`src/common/smc_pkg.sv`:
```
package smc_pkg;

  // Data path widths and write queue depth
  localparam int BYTE_W     = 8;
  localparam int TXQ_DEPTH  = 16;
  localparam int RATE_W     = 3;
  localparam int EDGE_W     = 4;
  localparam int DIV_W      = 8;

  // Sixteen clock edges make eight full clock cycles per byte
  localparam logic [EDGE_W-1:0] EDGE_LAST      = 4'hf;
  // Highest usable rate code; code 3'h7 is reserved and behaves as 3'h6
  localparam logic [RATE_W-1:0] RATE_MAX_CODE  = 3'h6;
  // Half period of the fastest rate; also the divider's step and the base of its bound
  localparam logic [DIV_W-1:0]  HALF_ONE       = 8'h01;

  // Byte sent first when acting as source of the flow channel
  localparam logic [BYTE_W-1:0] DUMMY_BYTE     = 8'hff;

  // Reset values
  localparam logic [BYTE_W-1:0] BYTE_RST       = 8'h00;
  localparam logic [EDGE_W-1:0] EDGE_RST       = 4'h0;
  localparam logic [DIV_W-1:0]  DIV_RST        = 8'h00;
  localparam logic              SCK_RST        = 1'b1;

  // Controller state, one-hot
  typedef enum logic [2:0] {
    ST_IDLE   = 3'b001,
    ST_MASTER = 3'b010,
    ST_SLAVE  = 3'b100
  } smc_state_t;

endpackage : smc_pkg

```
`src/common/smc_fifo_if.sv`:
```
interface smc_fifo_if #(
  parameter int WIDTH = 8
);
  logic             in_valid;
  logic             in_ready;
  logic [WIDTH-1:0] in_data;
  logic             out_valid;
  logic             out_ready;
  logic [WIDTH-1:0] out_data;

  modport fifo (
    input  in_valid,
    input  in_data,
    input  out_ready,
    output in_ready,
    output out_valid,
    output out_data
  );

  modport user (
    output in_valid,
    output in_data,
    output out_ready,
    input  in_ready,
    input  out_valid,
    input  out_data
  );
endinterface : smc_fifo_if

```
`src/core/smc_fifo.sv`:
```
module smc_fifo #(
  parameter int WIDTH = 8,
  parameter int DEPTH = 16
) (
  input wire logic clk,
  input wire logic rst,
  smc_fifo_if.fifo f
);
  localparam int PTR_W = $clog2(DEPTH);
  localparam int CNT_W = PTR_W + 1;
  localparam logic [CNT_W-1:0] FULL_CNT = CNT_W'(DEPTH);
  localparam logic [PTR_W-1:0] LAST_PTR = PTR_W'(DEPTH - 1);

  logic [WIDTH-1:0] mem [DEPTH];
  logic [PTR_W-1:0] wr_ptr_reg;
  logic [PTR_W-1:0] rd_ptr_reg;
  logic [CNT_W-1:0] count_reg;
  logic [CNT_W-1:0] count_next;
  logic [WIDTH-1:0] out_data_reg;
  logic             out_valid_reg;
  logic             in_ready_reg;
  logic             push;
  logic             pop;

  assign push       = f.in_valid && in_ready_reg;
  // Refill the output register whenever it is empty or being drained
  assign pop        = (count_reg != '0) && (!out_valid_reg || f.out_ready);
  assign count_next = count_reg + CNT_W'(push) - CNT_W'(pop);

  assign f.in_ready  = in_ready_reg;
  assign f.out_valid = out_valid_reg;
  assign f.out_data  = out_data_reg;

  // Storage write side
  always_ff @(posedge clk) begin
    if (push) begin
      mem[wr_ptr_reg] <= f.in_data;
    end
  end

  // Pointers and fill level; ready is registered so it never lies
  always_ff @(posedge clk) begin
    if (rst) begin
      wr_ptr_reg   <= '0;
      rd_ptr_reg   <= '0;
      count_reg    <= '0;
      in_ready_reg <= 1'b0;
    end else begin
      if (push) begin
        wr_ptr_reg <= (wr_ptr_reg == LAST_PTR) ? '0 : wr_ptr_reg + 1'b1;
      end
      if (pop) begin
        rd_ptr_reg <= (rd_ptr_reg == LAST_PTR) ? '0 : rd_ptr_reg + 1'b1;
      end
      count_reg    <= count_next;
      in_ready_reg <= (count_next != FULL_CNT);
    end
  end

  // Registered read data
  always_ff @(posedge clk) begin
    if (rst) begin
      out_valid_reg <= 1'b0;
      out_data_reg  <= '0;
    end else if (pop) begin
      out_valid_reg <= 1'b1;
      out_data_reg  <= mem[rd_ptr_reg];
    end else if (f.out_ready) begin
      out_valid_reg <= 1'b0;
    end
  end

  a_fifo_no_overflow: assert property (@(posedge clk) disable iff (rst)
    count_reg <= FULL_CNT)
    else $error("fifo level above depth");

endmodule : smc_fifo

```
`src/core/smc_spi_ctrl.sv`:
```
// Summary of operation
// (RULE1) Master sends eight SCK cycles per byte, one byte each way.
// (RULE2) MOSI driven only by master, MISO only by selected slave.
// (RULE3) With master_select set, generate SCK and drive MOSI.
// (RULE4) Only master mode starts a transfer; slave never self-starts.
// (RULE5) Written byte goes to holding buffer, moved to shifter when idle.
// (RULE6) Reads return receive buffer, refreshed at end of each transfer.
// (RULE7) Bit order MSB first, or LSB first when lsb_first_select set.
// (RULE8) transfer_done_flag set at end of every byte, either mode.
// (RULE9) As flow source, send FFh first, then echo last received byte.
// (RULE10) Flow channel serves one direction only at a time.
// (RULE11) select_pin_disable frees select pin; no effect in slave with phase clear.
// (RULE12) Slave role when master_select clear and byte loaded.
// (RULE13) External master holds select low across whole byte.
// (RULE14) Slave shifts MOSI in and shifter out on MISO on master's SCK.
// (RULE15) Rate codes 0..6 divide clock by 2..128; code 7 reserved.
// (RULE16) External SCK must stay at or below a quarter of oscillator.
// (RULE17) Clock polarity sets SCK idle level.
// (RULE18) Clock phase picks sampling edges and shifting edges.
// (RULE19) SCK rests high while controller disabled.
// (RULE20) Software picks mode before enabling; master configured first.
// (RULE21) Flag cleared by status read with flag set, then data access.
// (RULE22) Select high releases MISO, clears bit count, ignores SCK.
// (RULE23) Byte arriving before previous one read sets overrun, is dropped.
// (RULE24) Slave SCK and select synchronised before edges are used.
// (RULE25) LSB-first order applied alike to sent and received bytes.
module smc_spi_ctrl
  import smc_pkg::*;
(
  input  wire logic              CLK,
  input  wire logic              RST,
  input  wire logic              CONTROLLER_ENABLE,
  input  wire logic              MASTER_SELECT,
  input  wire logic              SELECT_PIN_DISABLE,
  input  wire logic              LSB_FIRST_SELECT,
  input  wire logic              CLOCK_IDLE_POLARITY,
  input  wire logic              CLOCK_EDGE_PHASE,
  input  wire logic [RATE_W-1:0] RATE_SEL,
  input  wire logic              FLOW_CHAN_EN,
  input  wire logic              FLOW_CHAN_SOURCE,
  input  wire logic              DH_WR,
  input  wire logic [BYTE_W-1:0] DH_WDATA,
  output wire logic              DH_WR_READY,
  input  wire logic              DH_RD,
  output wire logic [BYTE_W-1:0] DH_RDATA,
  input  wire logic              STATUS_RD,
  output wire logic              TRANSFER_DONE_FLAG,
  output wire logic              OVERRUN_FLAG,
  output wire logic              SS_PIN_RELEASED,
  input  wire logic              SCK_I,
  output wire logic              SCK_O,
  output wire logic              SCK_OE,
  input  wire logic              MOSI_I,
  output wire logic              MOSI_O,
  output wire logic              MOSI_OE,
  input  wire logic              MISO_I,
  output wire logic              MISO_O,
  output wire logic              MISO_OE,
  input  wire logic              SS_N_I
);

  // Shift one bit in; direction follows the bit order
  function automatic logic [BYTE_W-1:0] shift_in(input logic [BYTE_W-1:0] sh,
                                                input logic bit_in,
                                                input logic lsb);
    shift_in = lsb ? {bit_in, sh[BYTE_W-1:1]} : {sh[BYTE_W-2:0], bit_in};
  endfunction : shift_in

  // Bit presented on the data line for the current shifter content
  function automatic logic out_bit(input logic [BYTE_W-1:0] sh, input logic lsb);
    out_bit = lsb ? sh[0] : sh[BYTE_W-1];
  endfunction : out_bit

  smc_state_t        state_reg;
  smc_state_t        state_next;
  logic [DIV_W-1:0]  div_cnt_reg;
  logic [DIV_W-1:0]  half_w;
  logic [EDGE_W-1:0] edge_cnt_reg;
  logic [BYTE_W-1:0] sh_reg;
  logic [BYTE_W-1:0] sh_in_w;
  logic [BYTE_W-1:0] tx_buf_reg;
  logic              tx_full_reg;
  logic [BYTE_W-1:0] rx_buf_reg;
  logic              rx_full_reg;
  logic              out_reg;
  logic              sck_reg;
  logic              sck_oe_reg;
  logic              mosi_oe_reg;
  logic              miso_oe_reg;
  logic              done_flag_reg;
  logic              ovr_flag_reg;
  logic              status_seen_reg;
  logic              primed_reg;
  logic              ss_rel_reg;
  logic              sck_s1_reg;
  logic              sck_s2_reg;
  logic              sck_s3_reg;
  logic              ss_s1_reg;
  logic              ss_s2_reg;
  logic              mosi_s1_reg;
  logic              mosi_s2_reg;
  logic              master_on;
  logic              slave_on;
  logic              sel_w;
  logic              m_tick;
  logic              s_edge;
  logic              edge_ev;
  logic              sample_ev;
  logic              in_bit;
  logic              done_w;
  logic              flow_src;
  logic              start_buf;
  logic              start_dummy;
  logic              start_echo;
  logic              start_m;
  logic              slave_load;
  logic              rx_free;
  logic              clear_seq;

  smc_fifo_if #(.WIDTH(BYTE_W)) txq ();

  // Write queue ahead of the holding buffer; stalls while buffer is full
  smc_fifo #(
    .WIDTH (BYTE_W),
    .DEPTH (TXQ_DEPTH)
  ) u_txq (
    .clk (CLK),
    .rst (RST),
    .f   (txq.fifo)
  );

  assign txq.in_valid  = DH_WR;
  assign txq.in_data   = DH_WDATA;
  assign txq.out_ready = !tx_full_reg;
  assign DH_WR_READY   = txq.in_ready;

  // Synchronisers for the slave side inputs
  always_ff @(posedge CLK) begin
    if (RST) begin
      sck_s1_reg  <= SCK_RST;
      sck_s2_reg  <= SCK_RST;
      sck_s3_reg  <= SCK_RST;
      ss_s1_reg   <= 1'b1;
      ss_s2_reg   <= 1'b1;
      mosi_s1_reg <= 1'b0;
      mosi_s2_reg <= 1'b0;
    end else begin
      sck_s1_reg  <= SCK_I; // RULE24
      sck_s2_reg  <= sck_s1_reg;
      sck_s3_reg  <= sck_s2_reg;
      ss_s1_reg   <= SS_N_I; // RULE24
      ss_s2_reg   <= ss_s1_reg;
      mosi_s1_reg <= MOSI_I;
      mosi_s2_reg <= mosi_s1_reg;
    end
  end

  // Mode decode and edge events
  assign master_on = CONTROLLER_ENABLE && MASTER_SELECT; // RULE3
  assign slave_on  = CONTROLLER_ENABLE && !MASTER_SELECT; // RULE12
  // Disabling the pin keeps the slave selected, but not in phase-0 format
  assign sel_w     = !ss_s2_reg || (SELECT_PIN_DISABLE && CLOCK_EDGE_PHASE); // RULE11
  assign half_w    = HALF_ONE << ((RATE_SEL > RATE_MAX_CODE) ? RATE_MAX_CODE : RATE_SEL); // RULE15
  // Compare with >= so that a rate lowered mid-byte cannot strand the divider
  assign m_tick    = (state_reg == ST_MASTER) && (div_cnt_reg >= half_w - HALF_ONE);
  assign s_edge    = (state_reg == ST_SLAVE) && sel_w && (sck_s2_reg != sck_s3_reg); // RULE14
  assign edge_ev   = m_tick || s_edge;
  // Phase 0 samples on even edges, phase 1 on odd edges
  assign sample_ev = edge_ev && (edge_cnt_reg[0] == CLOCK_EDGE_PHASE); // RULE18
  assign in_bit    = (state_reg == ST_MASTER) ? MISO_I : mosi_s2_reg;
  assign sh_in_w   = shift_in(sh_reg, in_bit, LSB_FIRST_SELECT); // RULE7 RULE25
  assign done_w    = edge_ev && (edge_cnt_reg == EDGE_LAST); // RULE1

  // A single direction bit means the channel can never serve both flows
  assign flow_src    = FLOW_CHAN_EN && FLOW_CHAN_SOURCE; // RULE10
  assign start_buf   = (state_reg == ST_IDLE) && master_on && tx_full_reg; // RULE5
  assign start_dummy = (state_reg == ST_IDLE) && master_on && !tx_full_reg
                       && flow_src && !primed_reg; // RULE9
  assign start_echo  = (state_reg == ST_IDLE) && master_on && !tx_full_reg
                       && flow_src && primed_reg && !rx_full_reg; // RULE9
  assign start_m     = start_buf || start_dummy || start_echo; // RULE4
  assign slave_load  = (state_reg == ST_SLAVE) && (edge_cnt_reg == EDGE_RST)
                       && !edge_ev && tx_full_reg; // RULE5 RULE12
  assign rx_free     = !rx_full_reg || DH_RD;
  assign clear_seq   = status_seen_reg && (DH_RD || DH_WR);

  // Next state
  always_comb begin
    state_next = state_reg;
    case (state_reg)
      ST_IDLE: begin
        if (slave_on) begin
          state_next = ST_SLAVE;
        end else if (start_m) begin
          state_next = ST_MASTER;
        end
      end
      ST_MASTER: begin
        // Dropping master mode aborts the byte
        if (!master_on || done_w) begin
          state_next = ST_IDLE;
        end
      end
      ST_SLAVE: begin
        if (!slave_on) begin
          state_next = ST_IDLE;
        end
      end
      default: state_next = ST_IDLE;
    endcase
  end

  always_ff @(posedge CLK) begin
    if (RST) begin
      state_reg <= ST_IDLE;
    end else begin
      state_reg <= state_next;
    end
  end

  // Bit rate divider, counts half periods of SCK
  always_ff @(posedge CLK) begin
    if (RST || state_reg != ST_MASTER || m_tick) begin
      div_cnt_reg <= DIV_RST;
    end else begin
      div_cnt_reg <= div_cnt_reg + HALF_ONE;
    end
  end

  // Edge counter; deselect wipes it mid-byte
  always_ff @(posedge CLK) begin
    if (RST || state_reg == ST_IDLE) begin
      edge_cnt_reg <= EDGE_RST;
    end else if (slave_on && !sel_w) begin
      edge_cnt_reg <= EDGE_RST; // RULE22
    end else if (edge_ev) begin
      edge_cnt_reg <= edge_cnt_reg + 4'h1;
    end
  end

  // Shifter; left alone after a byte so it echoes the last byte received
  always_ff @(posedge CLK) begin
    if (RST) begin
      sh_reg <= BYTE_RST;
    end else if (start_dummy) begin
      sh_reg <= DUMMY_BYTE; // RULE9
    end else if (start_buf || slave_load) begin
      sh_reg <= tx_buf_reg; // RULE5
    end else if (sample_ev) begin
      sh_reg <= sh_in_w; // RULE14
    end
  end

  // Data line bit, shared by MOSI and MISO
  always_ff @(posedge CLK) begin
    if (RST) begin
      out_reg <= 1'b0;
    end else if (start_dummy) begin
      out_reg <= out_bit(DUMMY_BYTE, LSB_FIRST_SELECT);
    end else if (start_buf || slave_load) begin
      out_reg <= out_bit(tx_buf_reg, LSB_FIRST_SELECT); // RULE7
    end else if (start_echo) begin
      out_reg <= out_bit(sh_reg, LSB_FIRST_SELECT);
    end else if (edge_ev && !sample_ev) begin
      out_reg <= out_bit(sh_reg, LSB_FIRST_SELECT); // RULE18
    end else if (state_reg == ST_SLAVE && edge_cnt_reg == EDGE_RST) begin
      out_reg <= out_bit(sh_reg, LSB_FIRST_SELECT);
    end
  end

  // Serial clock level
  always_ff @(posedge CLK) begin
    if (RST || !CONTROLLER_ENABLE) begin
      sck_reg <= SCK_RST; // RULE19
    end else if (state_reg != ST_MASTER) begin
      sck_reg <= CLOCK_IDLE_POLARITY; // RULE17
    end else if (m_tick) begin
      sck_reg <= !sck_reg; // RULE1
    end
  end

  // Pin drive enables and select pin release
  always_ff @(posedge CLK) begin
    if (RST) begin
      sck_oe_reg  <= 1'b0;
      mosi_oe_reg <= 1'b0;
      miso_oe_reg <= 1'b0;
      ss_rel_reg  <= 1'b0;
    end else begin
      sck_oe_reg  <= master_on; // RULE3
      mosi_oe_reg <= master_on; // RULE2
      miso_oe_reg <= slave_on && sel_w; // RULE2 RULE22
      ss_rel_reg  <= CONTROLLER_ENABLE && SELECT_PIN_DISABLE
                     && (MASTER_SELECT || CLOCK_EDGE_PHASE); // RULE11
    end
  end

  // Holding buffer between write queue and shifter
  always_ff @(posedge CLK) begin
    if (RST) begin
      tx_buf_reg  <= BYTE_RST;
      tx_full_reg <= 1'b0;
    end else if (txq.out_valid && !tx_full_reg) begin
      tx_buf_reg  <= txq.out_data; // RULE5
      tx_full_reg <= 1'b1;
    end else if (start_buf || slave_load) begin
      tx_full_reg <= 1'b0;
    end
  end

  // Receive buffer; an unread byte is kept and the newcomer dropped
  always_ff @(posedge CLK) begin
    if (RST) begin
      rx_buf_reg  <= BYTE_RST;
      rx_full_reg <= 1'b0;
    end else if (done_w && rx_free) begin
      rx_buf_reg  <= sample_ev ? sh_in_w : sh_reg; // RULE6 RULE25
      rx_full_reg <= 1'b1;
    end else if (DH_RD) begin
      rx_full_reg <= 1'b0;
    end
  end

  // Status flags; a new event beats a clear in the same cycle
  always_ff @(posedge CLK) begin
    if (RST) begin
      done_flag_reg   <= 1'b0;
      ovr_flag_reg    <= 1'b0;
      status_seen_reg <= 1'b0;
    end else begin
      if (done_w) begin
        done_flag_reg <= 1'b1; // RULE8
      end else if (clear_seq) begin
        done_flag_reg <= 1'b0; // RULE21
      end
      if (done_w && !rx_free) begin
        ovr_flag_reg <= 1'b1; // RULE23
      end else if (clear_seq) begin
        ovr_flag_reg <= 1'b0;
      end
      if (clear_seq) begin
        status_seen_reg <= 1'b0;
      end else if (STATUS_RD && done_flag_reg) begin
        status_seen_reg <= 1'b1; // RULE21
      end
    end
  end

  // Dummy byte goes out once per flow session
  always_ff @(posedge CLK) begin
    if (RST || !flow_src) begin
      primed_reg <= 1'b0;
    end else if (start_dummy) begin
      primed_reg <= 1'b1; // RULE9
    end
  end

  assign DH_RDATA           = rx_buf_reg;
  assign TRANSFER_DONE_FLAG = done_flag_reg;
  assign OVERRUN_FLAG       = ovr_flag_reg;
  assign SS_PIN_RELEASED    = ss_rel_reg;
  assign SCK_O              = sck_reg;
  assign SCK_OE             = sck_oe_reg;
  assign MOSI_O             = out_reg;
  assign MOSI_OE            = mosi_oe_reg;
  assign MISO_O             = out_reg;
  assign MISO_OE            = miso_oe_reg;

  a_sck_rest_high: assert property (@(posedge CLK) disable iff (RST) // RULE19
    !CONTROLLER_ENABLE |=> SCK_O)
    else $error("SCK not high while disabled");

  a_slave_no_start: assert property (@(posedge CLK) disable iff (RST) // RULE4
    !MASTER_SELECT |=> state_reg != ST_MASTER)
    else $error("transfer started outside master mode");

  a_master_drives: assert property (@(posedge CLK) disable iff (RST) // RULE3
    master_on |=> (SCK_OE && MOSI_OE && !MISO_OE))
    else $error("master not driving SCK and MOSI");

  a_miso_release: assert property (@(posedge CLK) disable iff (RST) // RULE22
    (slave_on && !sel_w) |=> (!MISO_OE && edge_cnt_reg == EDGE_RST))
    else $error("deselected slave still active");

  a_done_sets_flag: assert property (@(posedge CLK) disable iff (RST) // RULE8
    done_w |=> TRANSFER_DONE_FLAG)
    else $error("done flag not set after byte");

  a_overrun_keep: assert property (@(posedge CLK) disable iff (RST) // RULE23
    (done_w && rx_full_reg && !DH_RD) |=>
      (OVERRUN_FLAG && DH_RDATA == $past(DH_RDATA)))
    else $error("unread byte overwritten");

  a_buffer_start: assert property (@(posedge CLK) disable iff (RST) // RULE5
    start_buf |=> (state_reg == ST_MASTER && sh_reg == $past(tx_buf_reg)))
    else $error("holding buffer not loaded at start");

  a_rate_bound: assert property (@(posedge CLK) disable iff (RST) // RULE15
    (state_reg == ST_MASTER && RATE_SEL == 3'h0 && $stable(RATE_SEL))
      |-> m_tick)
    else $error("divide by two not ticking every cycle");

  a_idle_polarity: assert property (@(posedge CLK) disable iff (RST) // RULE17
    (CONTROLLER_ENABLE && state_reg == ST_IDLE) |=> SCK_O == $past(CLOCK_IDLE_POLARITY))
    else $error("SCK idle level wrong");

  a_rx_update: assert property (@(posedge CLK) disable iff (RST) // RULE6
    (done_w && !rx_full_reg) |=> (DH_RDATA == $past(sample_ev ? sh_in_w : sh_reg)))
    else $error("receive buffer not updated");

endmodule : smc_spi_ctrl

```
`config.mk`:
```
export PLATFORM = sky130hd
export DESIGN_NAME = smc_spi_ctrl
export DESIGN_NICKNAME = d
export VERILOG_FILES = /design/src/common/smc_pkg.sv /design/src/common/smc_fifo_if.sv /design/src/core/smc_fifo.sv /design/src/core/smc_spi_ctrl.sv
export SDC_FILE = /design/constraint.sdc
export NUM_CORES = 1
export LEC_CHECK = 0
export ABC_AREA = 1
export BUFFER_PORTS_ARGS = -buffer_cell sky130_fd_sc_hd__buf_2
export CAP_MARGIN = 25
export CORE_UTILIZATION = 55
export CTS_BUF_LIST = sky130_fd_sc_hd__clkbuf_16
export DETAILED_ROUTE_END_ITERATION = 10
export GPL_TIMING_DRIVEN = 0
export PLACE_DENSITY = 0.76
export RECOVER_POWER = 25
export SYNTH_ARGS = -nofsm -noshare
export SYNTH_HDL_FRONTEND = slang
export SYNTH_HIERARCHICAL = 1
export SYNTH_SLANG_ARGS = --single-unit
```
`constraint.sdc`:
```
create_clock -name CLK -period 2.4 [get_ports CLK]
set_input_delay 0.36 -clock CLK [delete_from_list [all_inputs] [get_ports CLK]]
set_output_delay 0.36 -clock CLK [all_outputs]
set_load 0.01 [all_outputs]
```
# Word-level counts from Yosys, hierarchy flattened
# Memory sizes are Yosys's and may differ from the RTL's. A register that Yosys moved wholly into a read port is not among the register bits.
# Index checks and enable logic that the tools add are counted.
# op_classes
n_reduce_logical	71
div	0
multipliers	0
eq_ne	14
shifts	1
n_addsub	7
n_mux	33
n_lt_le_gt_ge	2
bitwise	0
# op_table
op	n
$mux 8	4
$logic_and 1x1->1	31
$mux 1	21
$logic_or 1x1->1	15
$mux 3	5
$logic_not 1->1	14
$add 4x1->4 const B	3
$eq 4x4->1 const B	3
$reduce_bool 2->1	5
$reduce_bool 5->1	2
$pmux 3 s3	1
$add 8x1->8 const B	1
$ge 8x8->1	1
$mux 4	2
$shl 1x3->8 const A	1
$sub 8x1->8 const B	1
$add 5x1->5	1
$ne 5x5->1 const B	1
$sub 5x1->5	1
$logic_not 4->1	1
$ne 2x1->1 const B	2
$reduce_or 2->1	2
$eq 3x1->1 const B	1
$eq 3x2->1 const B	1
other kinds (8)	8
# word_totals
rom_bits	0
latchBits	0
n_memories	1
mem_bits_rw	128
regBits	72
# mem_list
memory	depth	word_bits	rd	rd_ports_with_merged_regs	wr	line	rtl
u_txq.mem	16	8	1	1	1	smc_fifo.sv:14	logic [WIDTH-1:0] mem [DEPTH];

# Longest topological paths before layout
# Gate-level depths: netlist (run 1).
# logic_depth
ltp_word	14
mapped_depth	18
depth_no_buf	17

# Cells and area by module
# The synthesis (run 1) kept the hierarchy.
# by_module_without_submodules
mod	n_inst	seq_area_each_um2	area_per_inst_um2	cells_per_inst
smc_fifo	1	4304.1	6523.8	651
smc_spi_ctrl	1	1141.1	2700.1	379

# Worst setup path before layout (run 1)
# Ideal clock, no wire load.
# synth_timing
kind	register to register
startpoint	register u_txq.count_reg[2]
endpoint	register u_txq.in_ready_reg (netlist: u_txq/f.in_ready)
stages_incl_launch_ff	17
setup_slack_ns	-0.036
setup_time_ns	0.058
required_ns	2.342
period_less_slack_ns	2.436
path_buffers	1
arrival_ns	2.378
cell_sequence	dfxtp_1 -> inv_1 -> ha_1 -> inv_1 -> nor2_1 -> a21oi_1 -> buf_2 -> ha_1 -> inv_1 -> ha_1 -> inv_1 -> fa_1 -> nand3b_1 -> a21o_1 -> nand3_1 -> nand2_1 -> nand2_1
# synth_via
elab_chain_len	4
elab_cells_between_ends	5
classes_between	add/sub (2); eq/ne (1); reduce/logical (2)
# synth_lines
element	line	rtl
start: declaration	smc_fifo.sv:17	logic [CNT_W-1:0] count_reg;
start signal: assignment	smc_fifo.sv:55	count_reg <= count_next;
$reduce_bool 5->1	smc_fifo.sv:27	assign pop = (count_reg != '0) && (!out_valid_reg || f.out_ready);
$logic_and 1x1->1	smc_fifo.sv:27	
via u_txq.pop	smc_fifo.sv:23	logic pop;
$sub 5x1->5	smc_fifo.sv:28	assign count_next = count_reg + CNT_W'(push) - CNT_W'(pop);
$ne 5x5->1	smc_fifo.sv:56	in_ready_reg <= (count_next != FULL_CNT);
end signal: assignment	smc_fifo.sv:56	
end: declaration	smc_fifo.sv:21	logic in_ready_reg;
# The timed path passes the listed nets, and every way through them passes these cells.
# A chain may end at the register's enable or synchronous reset.

# Final worst setup path (run 1)
# layout_timing
startpoint	register u_txq.count_reg[3]
endpoint	register u_txq.in_ready_reg (netlist: u_txq/f.in_ready)
# The elaborated chain is that of the path after synthesis.

==> reports/results.ini, run 1 <==
[synthesis]
synth_cell_types=36
ys_ff_latch=208
synth_nets=1079
ys_seq_area_share_pct=59.0
syn_inst=1030
syn_area_mm2=0.00922
yosysWarnings=6
synth_area_per_cell_um2=8.96

[sta]
clock.fmax_mhz=437
rsz0062_at_grt=yes
hold_violations=0
period_share_pct=95.4
tightest_slew_ns=0.877
fin_crit_ns=2.29
skew_ns=0.0217
max_slew_margin_pct=41.3
fin_ws_ns=0.109
maxSlewViolCount=0
finalSetupViolCount=0

[floorplanning]
start_util_pct=57.2
die_x_um=132
die_h_um=132
row_count=46
core_region_area_mm2=0.0161
ioPinCount=46
dieArea_mm2=0.0173

[min_path]
hold_end=sck_s1_reg$_SDFF_PP1_
min_path_cells=2
hold_class=in -> reg
hold_path_startpoint=SCK_I

[critical_path]
end_kind=register
crit_path_max_fanout=2
cp_num_cells=16
worst_r2r_path_depth=16
cp_data_arrival_time_ns=2.70
max_stage_delay_ns=0.52
rr_startpoint=u_txq/count_reg[3]$_SDFF_PP0_
crit_required_ns=2.81
r2r-end=u_txq/f.in_ready$_SDFF_PP0_
critPathTopFamily=adder cells
worst-path-buf-inv=5
crit_chain=inv_2 -> ha_4 -> inv_4 -> nor2_4 -> a21oi_2 -> buf_6 -> ha_4 -> inv_2 -> ha_4 -> inv_2 -> fa_2 -> nand2_1 -> nor2_1 -> nand3_1 -> nand2_1 -> nand2_1
crit_slowest_cell=fa_2
criticalPathCategory=reg -> reg
r2r_setup_slack_ns=0.11
start_kind=register

[placement]
place_congestion=0.908
dp_hpwl_um=14300
dp_worst_setup_slack_ns=-0.329
io_buffers=44

[clock_network]
cts.clk_slew.worst_paths_ns=0.06
cts_sinks=208
cts-hold-fix-buffers=0
cts-root-buf=clkbuf_16
clkLatencyLatePin_ns=0.51
cts_made_buffers=21
clk_path_buf_depth=3
htreeDepth=1
tritoncts=built

[layout]
layout-drive-gt1-share_pct=12.3
antennaDiodeCount=0
syn2layout_area_growth_pct=13.5
largest_reg_flops=128
finalNetCount=1156
top_register=u_txq/mem

[power_and_ir_drop]
ir_drop_v=0.000753
power_mw=10.1
power.density_mw_per_mm2=969
p_leak_nw=4.48

[global_routing]
grtUsageTotal_pct=24.3
top_usage_layer=met2
grt_max_degree=17
grt_pass1_vias=6528
use_met1_pct=32.6
globalRouteMet2Util_pct=40.0
grt_overflow_total=0
antenna_found_initial=0
grtUsageMet3_pct=3.59
grt_pass1_wl_um=33100

[drt]
ant_nets=0
wirelength_um=20900
vias=7083
drt_iter0_markers=773
post-route-drc-count=0
dr.pass1.iters=5
wire_per_inst_um=15.6
viasPerCell=5.29

[status]
outcome=completed

[run]
cap_violations=0

## report_power, final
group / internal, mW / total, mW / switching, mW
clock: 1.66 / 3.00 / 1.34
sequential: 4.07 / 4.22 / 0.151
combinational: 1.03 / 2.93 / 1.90
total: 6.76 / 10.1 / 3.39
## layout make-up
cell class / count / area (um^2)
Fill cell: 1302 / 5650
Clock buffer: 22 / 551
Buffer: 37 / 193
Timing Repair Buffer: 54 / 287
Inverter: 156 / 588
Sequential cell: 208 / 5450
Multi-Input combinational cell: 629 / 3060
Tap cell: 216 / 270
Clock inverter: 16 / 70.1
## cell usage after synthesis (all sizes together)
| library cell | number | area share (%) |
|---|---|---|
| a211oi | 2 | 0.22 |
| a21o | 1 | 0.081 |
| a21oi | 61 | 3.3 |
| buf | 27 | 1.6 |
| clkbuf | 10 | 0.41 |
| clkinv | 2 | 0.081 |
| conb | 1 | 0.041 |
| dfxtp | 80 | 17 |
| edfxtp | 128 | 42 |
| fa | 1 | 0.22 |
| ha | 20 | 2.7 |
| inv | 154 | 6.3 |
| nand2 | 257 | 11 |
| nand3 | 128 | 6.9 |
| nand3b | 8 | 0.65 |
| nand4 | 2 | 0.14 |
| nor2 | 85 | 3.5 |
| nor3 | 10 | 0.60 |
| nor3b | 2 | 0.16 |
| nor4 | 1 | 0.068 |
| o211ai | 1 | 0.081 |
| o21a | 2 | 0.16 |
| o21ai | 34 | 1.8 |
| or2 | 5 | 0.34 |
| xnor2 | 2 | 0.27 |
| xor2 | 6 | 0.57 |
## worst max-delay path by stage
stage	start	to	slack, ns
floorplan	u_txq/count_reg[2]$_SDFF_PP0_	u_txq/f.in_ready$_SDFF_PP0_	0.02
global placement	u_txq/count_reg[3]$_SDFF_PP0_	u_txq/f.in_ready$_SDFF_PP0_	-0.26
detailed placement	u_txq/count_reg[3]$_SDFF_PP0_	u_txq/f.in_ready$_SDFF_PP0_	-0.33
CTS	u_txq/count_reg[3]$_SDFF_PP0_	u_txq/f.in_ready$_SDFF_PP0_	0.004
global route	u_txq/count_reg[3]$_SDFF_PP0_	u_txq/f.in_ready$_SDFF_PP0_	-0.02
finish	u_txq/count_reg[3]$_SDFF_PP0_	u_txq/f.in_ready$_SDFF_PP0_	0.11
## kinds of logic after synthesis
logic type,share of synthesized area [%]
simple gates,23.1
other cells,0.0407
xor+xnor,0.841
fa+ha+maj,2.93
compound gates,5.70
flops,59.0
buf+inv,8.37
## repair_timing
action                     4_1_cts  5_1_grt
pin swaps                        8        6
gates resized for setup         13        6
setup endpoints to repair        3        2
buffers inserted                 7        3
## metal layers
layer	vias up	part of all wire (%)
li1	3492	-
met4	0	3.3
met5	-	0
met2	251	48
met3	47	6.7
met1	3293	42
## cell usage in the layout (no fill, tap or decap), types with 3 or more instances in the layout
cell and instances:
inv_1 146, buf_2 56, a21oi_1 60, xor2_1 6
nand2_2 4, or2_2 5, clkbuf_1 17, ha_1 17
clkinv_1 5, inv_2 16, nand2_1 252, edfxtp_1 128
nor2_1 82, buf_4 14, clkbuf_16 22, nand3_1 128
dfxtp_1 78, o21ai_0 34, nor3_1 9, ha_4 3
nand3b_1 8
## through the flow
step                util (%)  setup TNS [ns]  cells  hold slack (ns)  area, um^2
finish                  64.9               0   1338           0.0336       10500
global route            64.9         -0.0195   1338           0.0313       10500
CTS                     64.7               0   1335           0.0268       10400
detailed placement      60.3          -0.743   1290            0.404        9720
global placement        60.3          -0.544   1290            0.393        9720
floorplan                  -               0   1030            0.388        9230
Note: power is estimated with default switching activity, not from simulation.
==> inputs of run 2 (changes only) <==
- PLACE_DENSITY: 0.76 -> 0.83
- REMOVE_ABC_BUFFERS: unset -> 1
==> run 2 against run 1 <==
  * Clock skew is 0.00082 ns higher
  * Global-route usage is 1.5 points lower
  * Sequential power is 2% higher
  * Hold slack better by 0.0042 ns
  * Final cell count is 2.5% lower
  * Clock-buffer cell count stayed put
  * Setup slack worse by 0.068 ns
  * Power is 0.22% lower
  * Largest cell class unchanged
  * Sequential share of layout area is 0.35 points higher
==> reports/results.ini, run 2 (synthesis results as in run 1) <==
[critical_path]
r2r-end=u_txq/count_reg[4]$_SDFF_PP0_
worst_r2r_path_depth=14  ; -2
cp_num_cells=14  ; -2
start_kind=register
crit_required_ns=2.76  ; -0.05 ns
rr_startpoint=u_txq/count_reg[2]$_SDFF_PP0_
crit_path_max_fanout=2  ; unchanged
cp-endpoint=u_txq/count_reg[4]$_SDFF_PP0_
crit_chain=inv_2 -> ha_4 -> inv_2 -> nor2_4 -> a21oi_4 -> ha_1 -> inv_1 -> ha_2 -> inv_2 -> fa_2 -> nand3b_1 -> a21o_1 -> nand2_1 -> nor2_1
cp_data_arrival_time_ns=2.72  ; +0.02 ns
max_stage_delay_ns=0.37  ; -0.15 ns
setup.worst_path.start=u_txq/count_reg[2]$_SDFF_PP0_
r2r_setup_slack_ns=0.04  ; -0.07 ns
criticalPathCategory=reg -> reg
critPathTopFamily=adder cells
crit_slowest_cell=fa_2
cpMostUsedCell=inv_2
worst-path-buf-inv=4  ; -1
end_kind=register

[sta]
fin_crit_ns=2.36  ; +0.0683 ns
period_share_pct=98.3  ; +2.8 points
finalSetupViolCount=0  ; unchanged
rsz0062_at_grt=yes
maxSlewViolCount=0  ; unchanged
max_slew_margin_pct=41.0  ; -0.31 points
skew_ns=0.0225  ; +0.000820 ns
tightest_slew_ns=0.882  ; +0.00465 ns
clock.fmax_mhz=424  ; -2.9%
hold_violations=0  ; unchanged
setup_tns_ns=0  ; unchanged

[power_and_ir_drop]
p_leak_nw=4.41  ; -1.6%
power.density_mw_per_mm2=973  ; +0.43%
ir_drop_v=0.000783  ; +4.0%
power_mw=10.1  ; -0.22%

[layout]
final_cells=1305  ; -2.5%
top_register=u_txq/mem
ff_latch_area_mm2=0.00545  ; about the same
layout_commonest_cell=nand2_1
syn2layout_area_growth_pct=12.7
layout-drive-gt1-share_pct=10.4  ; -1.9 points
largest_reg_flops=128  ; unchanged
finalNetCount=1124  ; -2.8%
antennaDiodeCount=0  ; unchanged
multi_input_area_mm2=0.00308  ; +0.49%
layout_common_cells=252 x nand2_1, 151 x inv_1, 128 x edfxtp_1
fillers=1230  ; -5.5%

[min_path]
hold_class=in -> reg
hold_path_startpoint=SS_N_I

[drt]
post-route-drc-count=0  ; unchanged
viasPerCell=5.32  ; +0.43%
drt_iter0_markers=614  ; -21%
ant_nets=0  ; unchanged
wirelength_um=19500  ; -6.5%
wire_per_inst_um=15.0  ; -4.2%
dr.pass1.iters=7  ; +2
vias=6938  ; -2.0%

[status]
outcome=completed

[clock_network]
tritoncts=built
clk_path_buf_depth=3  ; unchanged
cts_sinks=208  ; unchanged
htreeDepth=1  ; unchanged
cts-hold-fix-buffers=0  ; unchanged
cts-root-buf=clkbuf_16
cts_made_buffers=22  ; +4.8%
cts.clk_slew.worst_paths_ns=0.06  ; about the same
clkLatencyLatePin_ns=0.52  ; about the same

[floorplanning]
start_util_pct=57.2  ; unchanged
ioPinCount=46  ; unchanged
die_h_um=132  ; unchanged
die_x_um=132  ; unchanged
row_count=46  ; unchanged
dieArea_mm2=0.0173  ; unchanged
core_region_area_mm2=0.0161  ; unchanged

[global_routing]
antenna_found_initial=0  ; unchanged
grt_max_degree=52  ; +35
grt_overflow_total=0  ; unchanged
grt_pass1_vias=6554  ; +0.40%
grtUsageTotal_pct=22.8  ; -1.5 points
grt_pass1_wl_um=31500  ; -4.6%

[placement]
place_congestion=0.830  ; -8.6%
io_buffers=45  ; +2.3%
dp_hpwl_um=12200  ; -15%
dp_cells=1258  ; -2.5%

[run]
cap_violations=0  ; unchanged

==> run 2: worst min path at each step <==
stage	end	slack, ns	cells after the start
6_report	ss_s1_reg$_SDFF_PP1_	0.04	2
5_1_grt	ss_s1_reg$_SDFF_PP1_	0.04	2
4_1_cts	ss_s1_reg$_SDFF_PP1_	0.03	2
3_5_place_dp	sck_s2_reg$_SDFF_PP1_	0.40	1
3_3_place_gp	sck_s2_reg$_SDFF_PP1_	0.39	1
2_1_floorplan	mosi_s2_reg$_SDFF_PP0_	0.39	2
==> run 2: power by group <==
group	internal, mW	switching [mW]	leakage (nW)
Sequential	4.07	0.236	1.81
Clock	1.67	1.33	0.335
Combinational	1.02	1.80	2.27
==> run 2: worst reg2reg max path: stages (launching register included) <==
cell      delay, ns
dfxtp_2        0.33
inv_2          0.08
ha_4           0.13
inv_2          0.04
nor2_4         0.13
a21oi_4        0.08
ha_1           0.27
inv_1          0.06
ha_2           0.18
inv_2          0.05
fa_2           0.38
nand3b_1       0.21
a21o_1         0.20
nand2_1        0.07
nor2_1         0.03
==> run 2: what timing repair did <==
action                                  CTS  global route
buffers inserted                          2             6
pin swaps                                 2             7
gates cloned                              1             0
endpoints found under the setup margin    6             3
gates resized for setup                   9             9
==> run 2: through the flow <==
| step | area (um^2) | util (%) | setup slack [ns] | hold slack [ns] |
|---|---|---|---|---|
| 4_1_cts | 10300 | 64.1 | 0.00639 | 0.0307 |
| 5_1_grt | 10400 | 64.5 | -0.0536 | 0.0390 |
| 2_1_floorplan | 9040 | - | -0.519 | 0.388 |
| 6_report | 10400 | 64.5 | 0.0412 | 0.0378 |
| 3_3_place_gp | 9530 | 59.2 | -1.80 | 0.391 |
| 3_5_place_dp | 9630 | 59.8 | -0.755 | 0.398 |
==> run 2: final cells by class <==
| cell class | count | share of cell area [%] |
|---|---|---|
| tap | 216 | 2.60 |
| clock inverter | 16 | 0.914 |
| timing repair buffer | 57 | 3.59 |
| sequential | 208 | 52.4 |
| clock buffer | 22 | 5.29 |
| multi-input combinational | 630 | 29.6 |
| inverter | 156 | 5.63 |
==> run 2: per-layer routing <==
metal,GRT usage [%],up-vias,part of all wire [%]
met1,28.9,3183,40
met5,0,-,0
met2,40.2,265,50
met3,2.55,58,7.1
met4,8.07,0,2.9
li1,-,3432,-
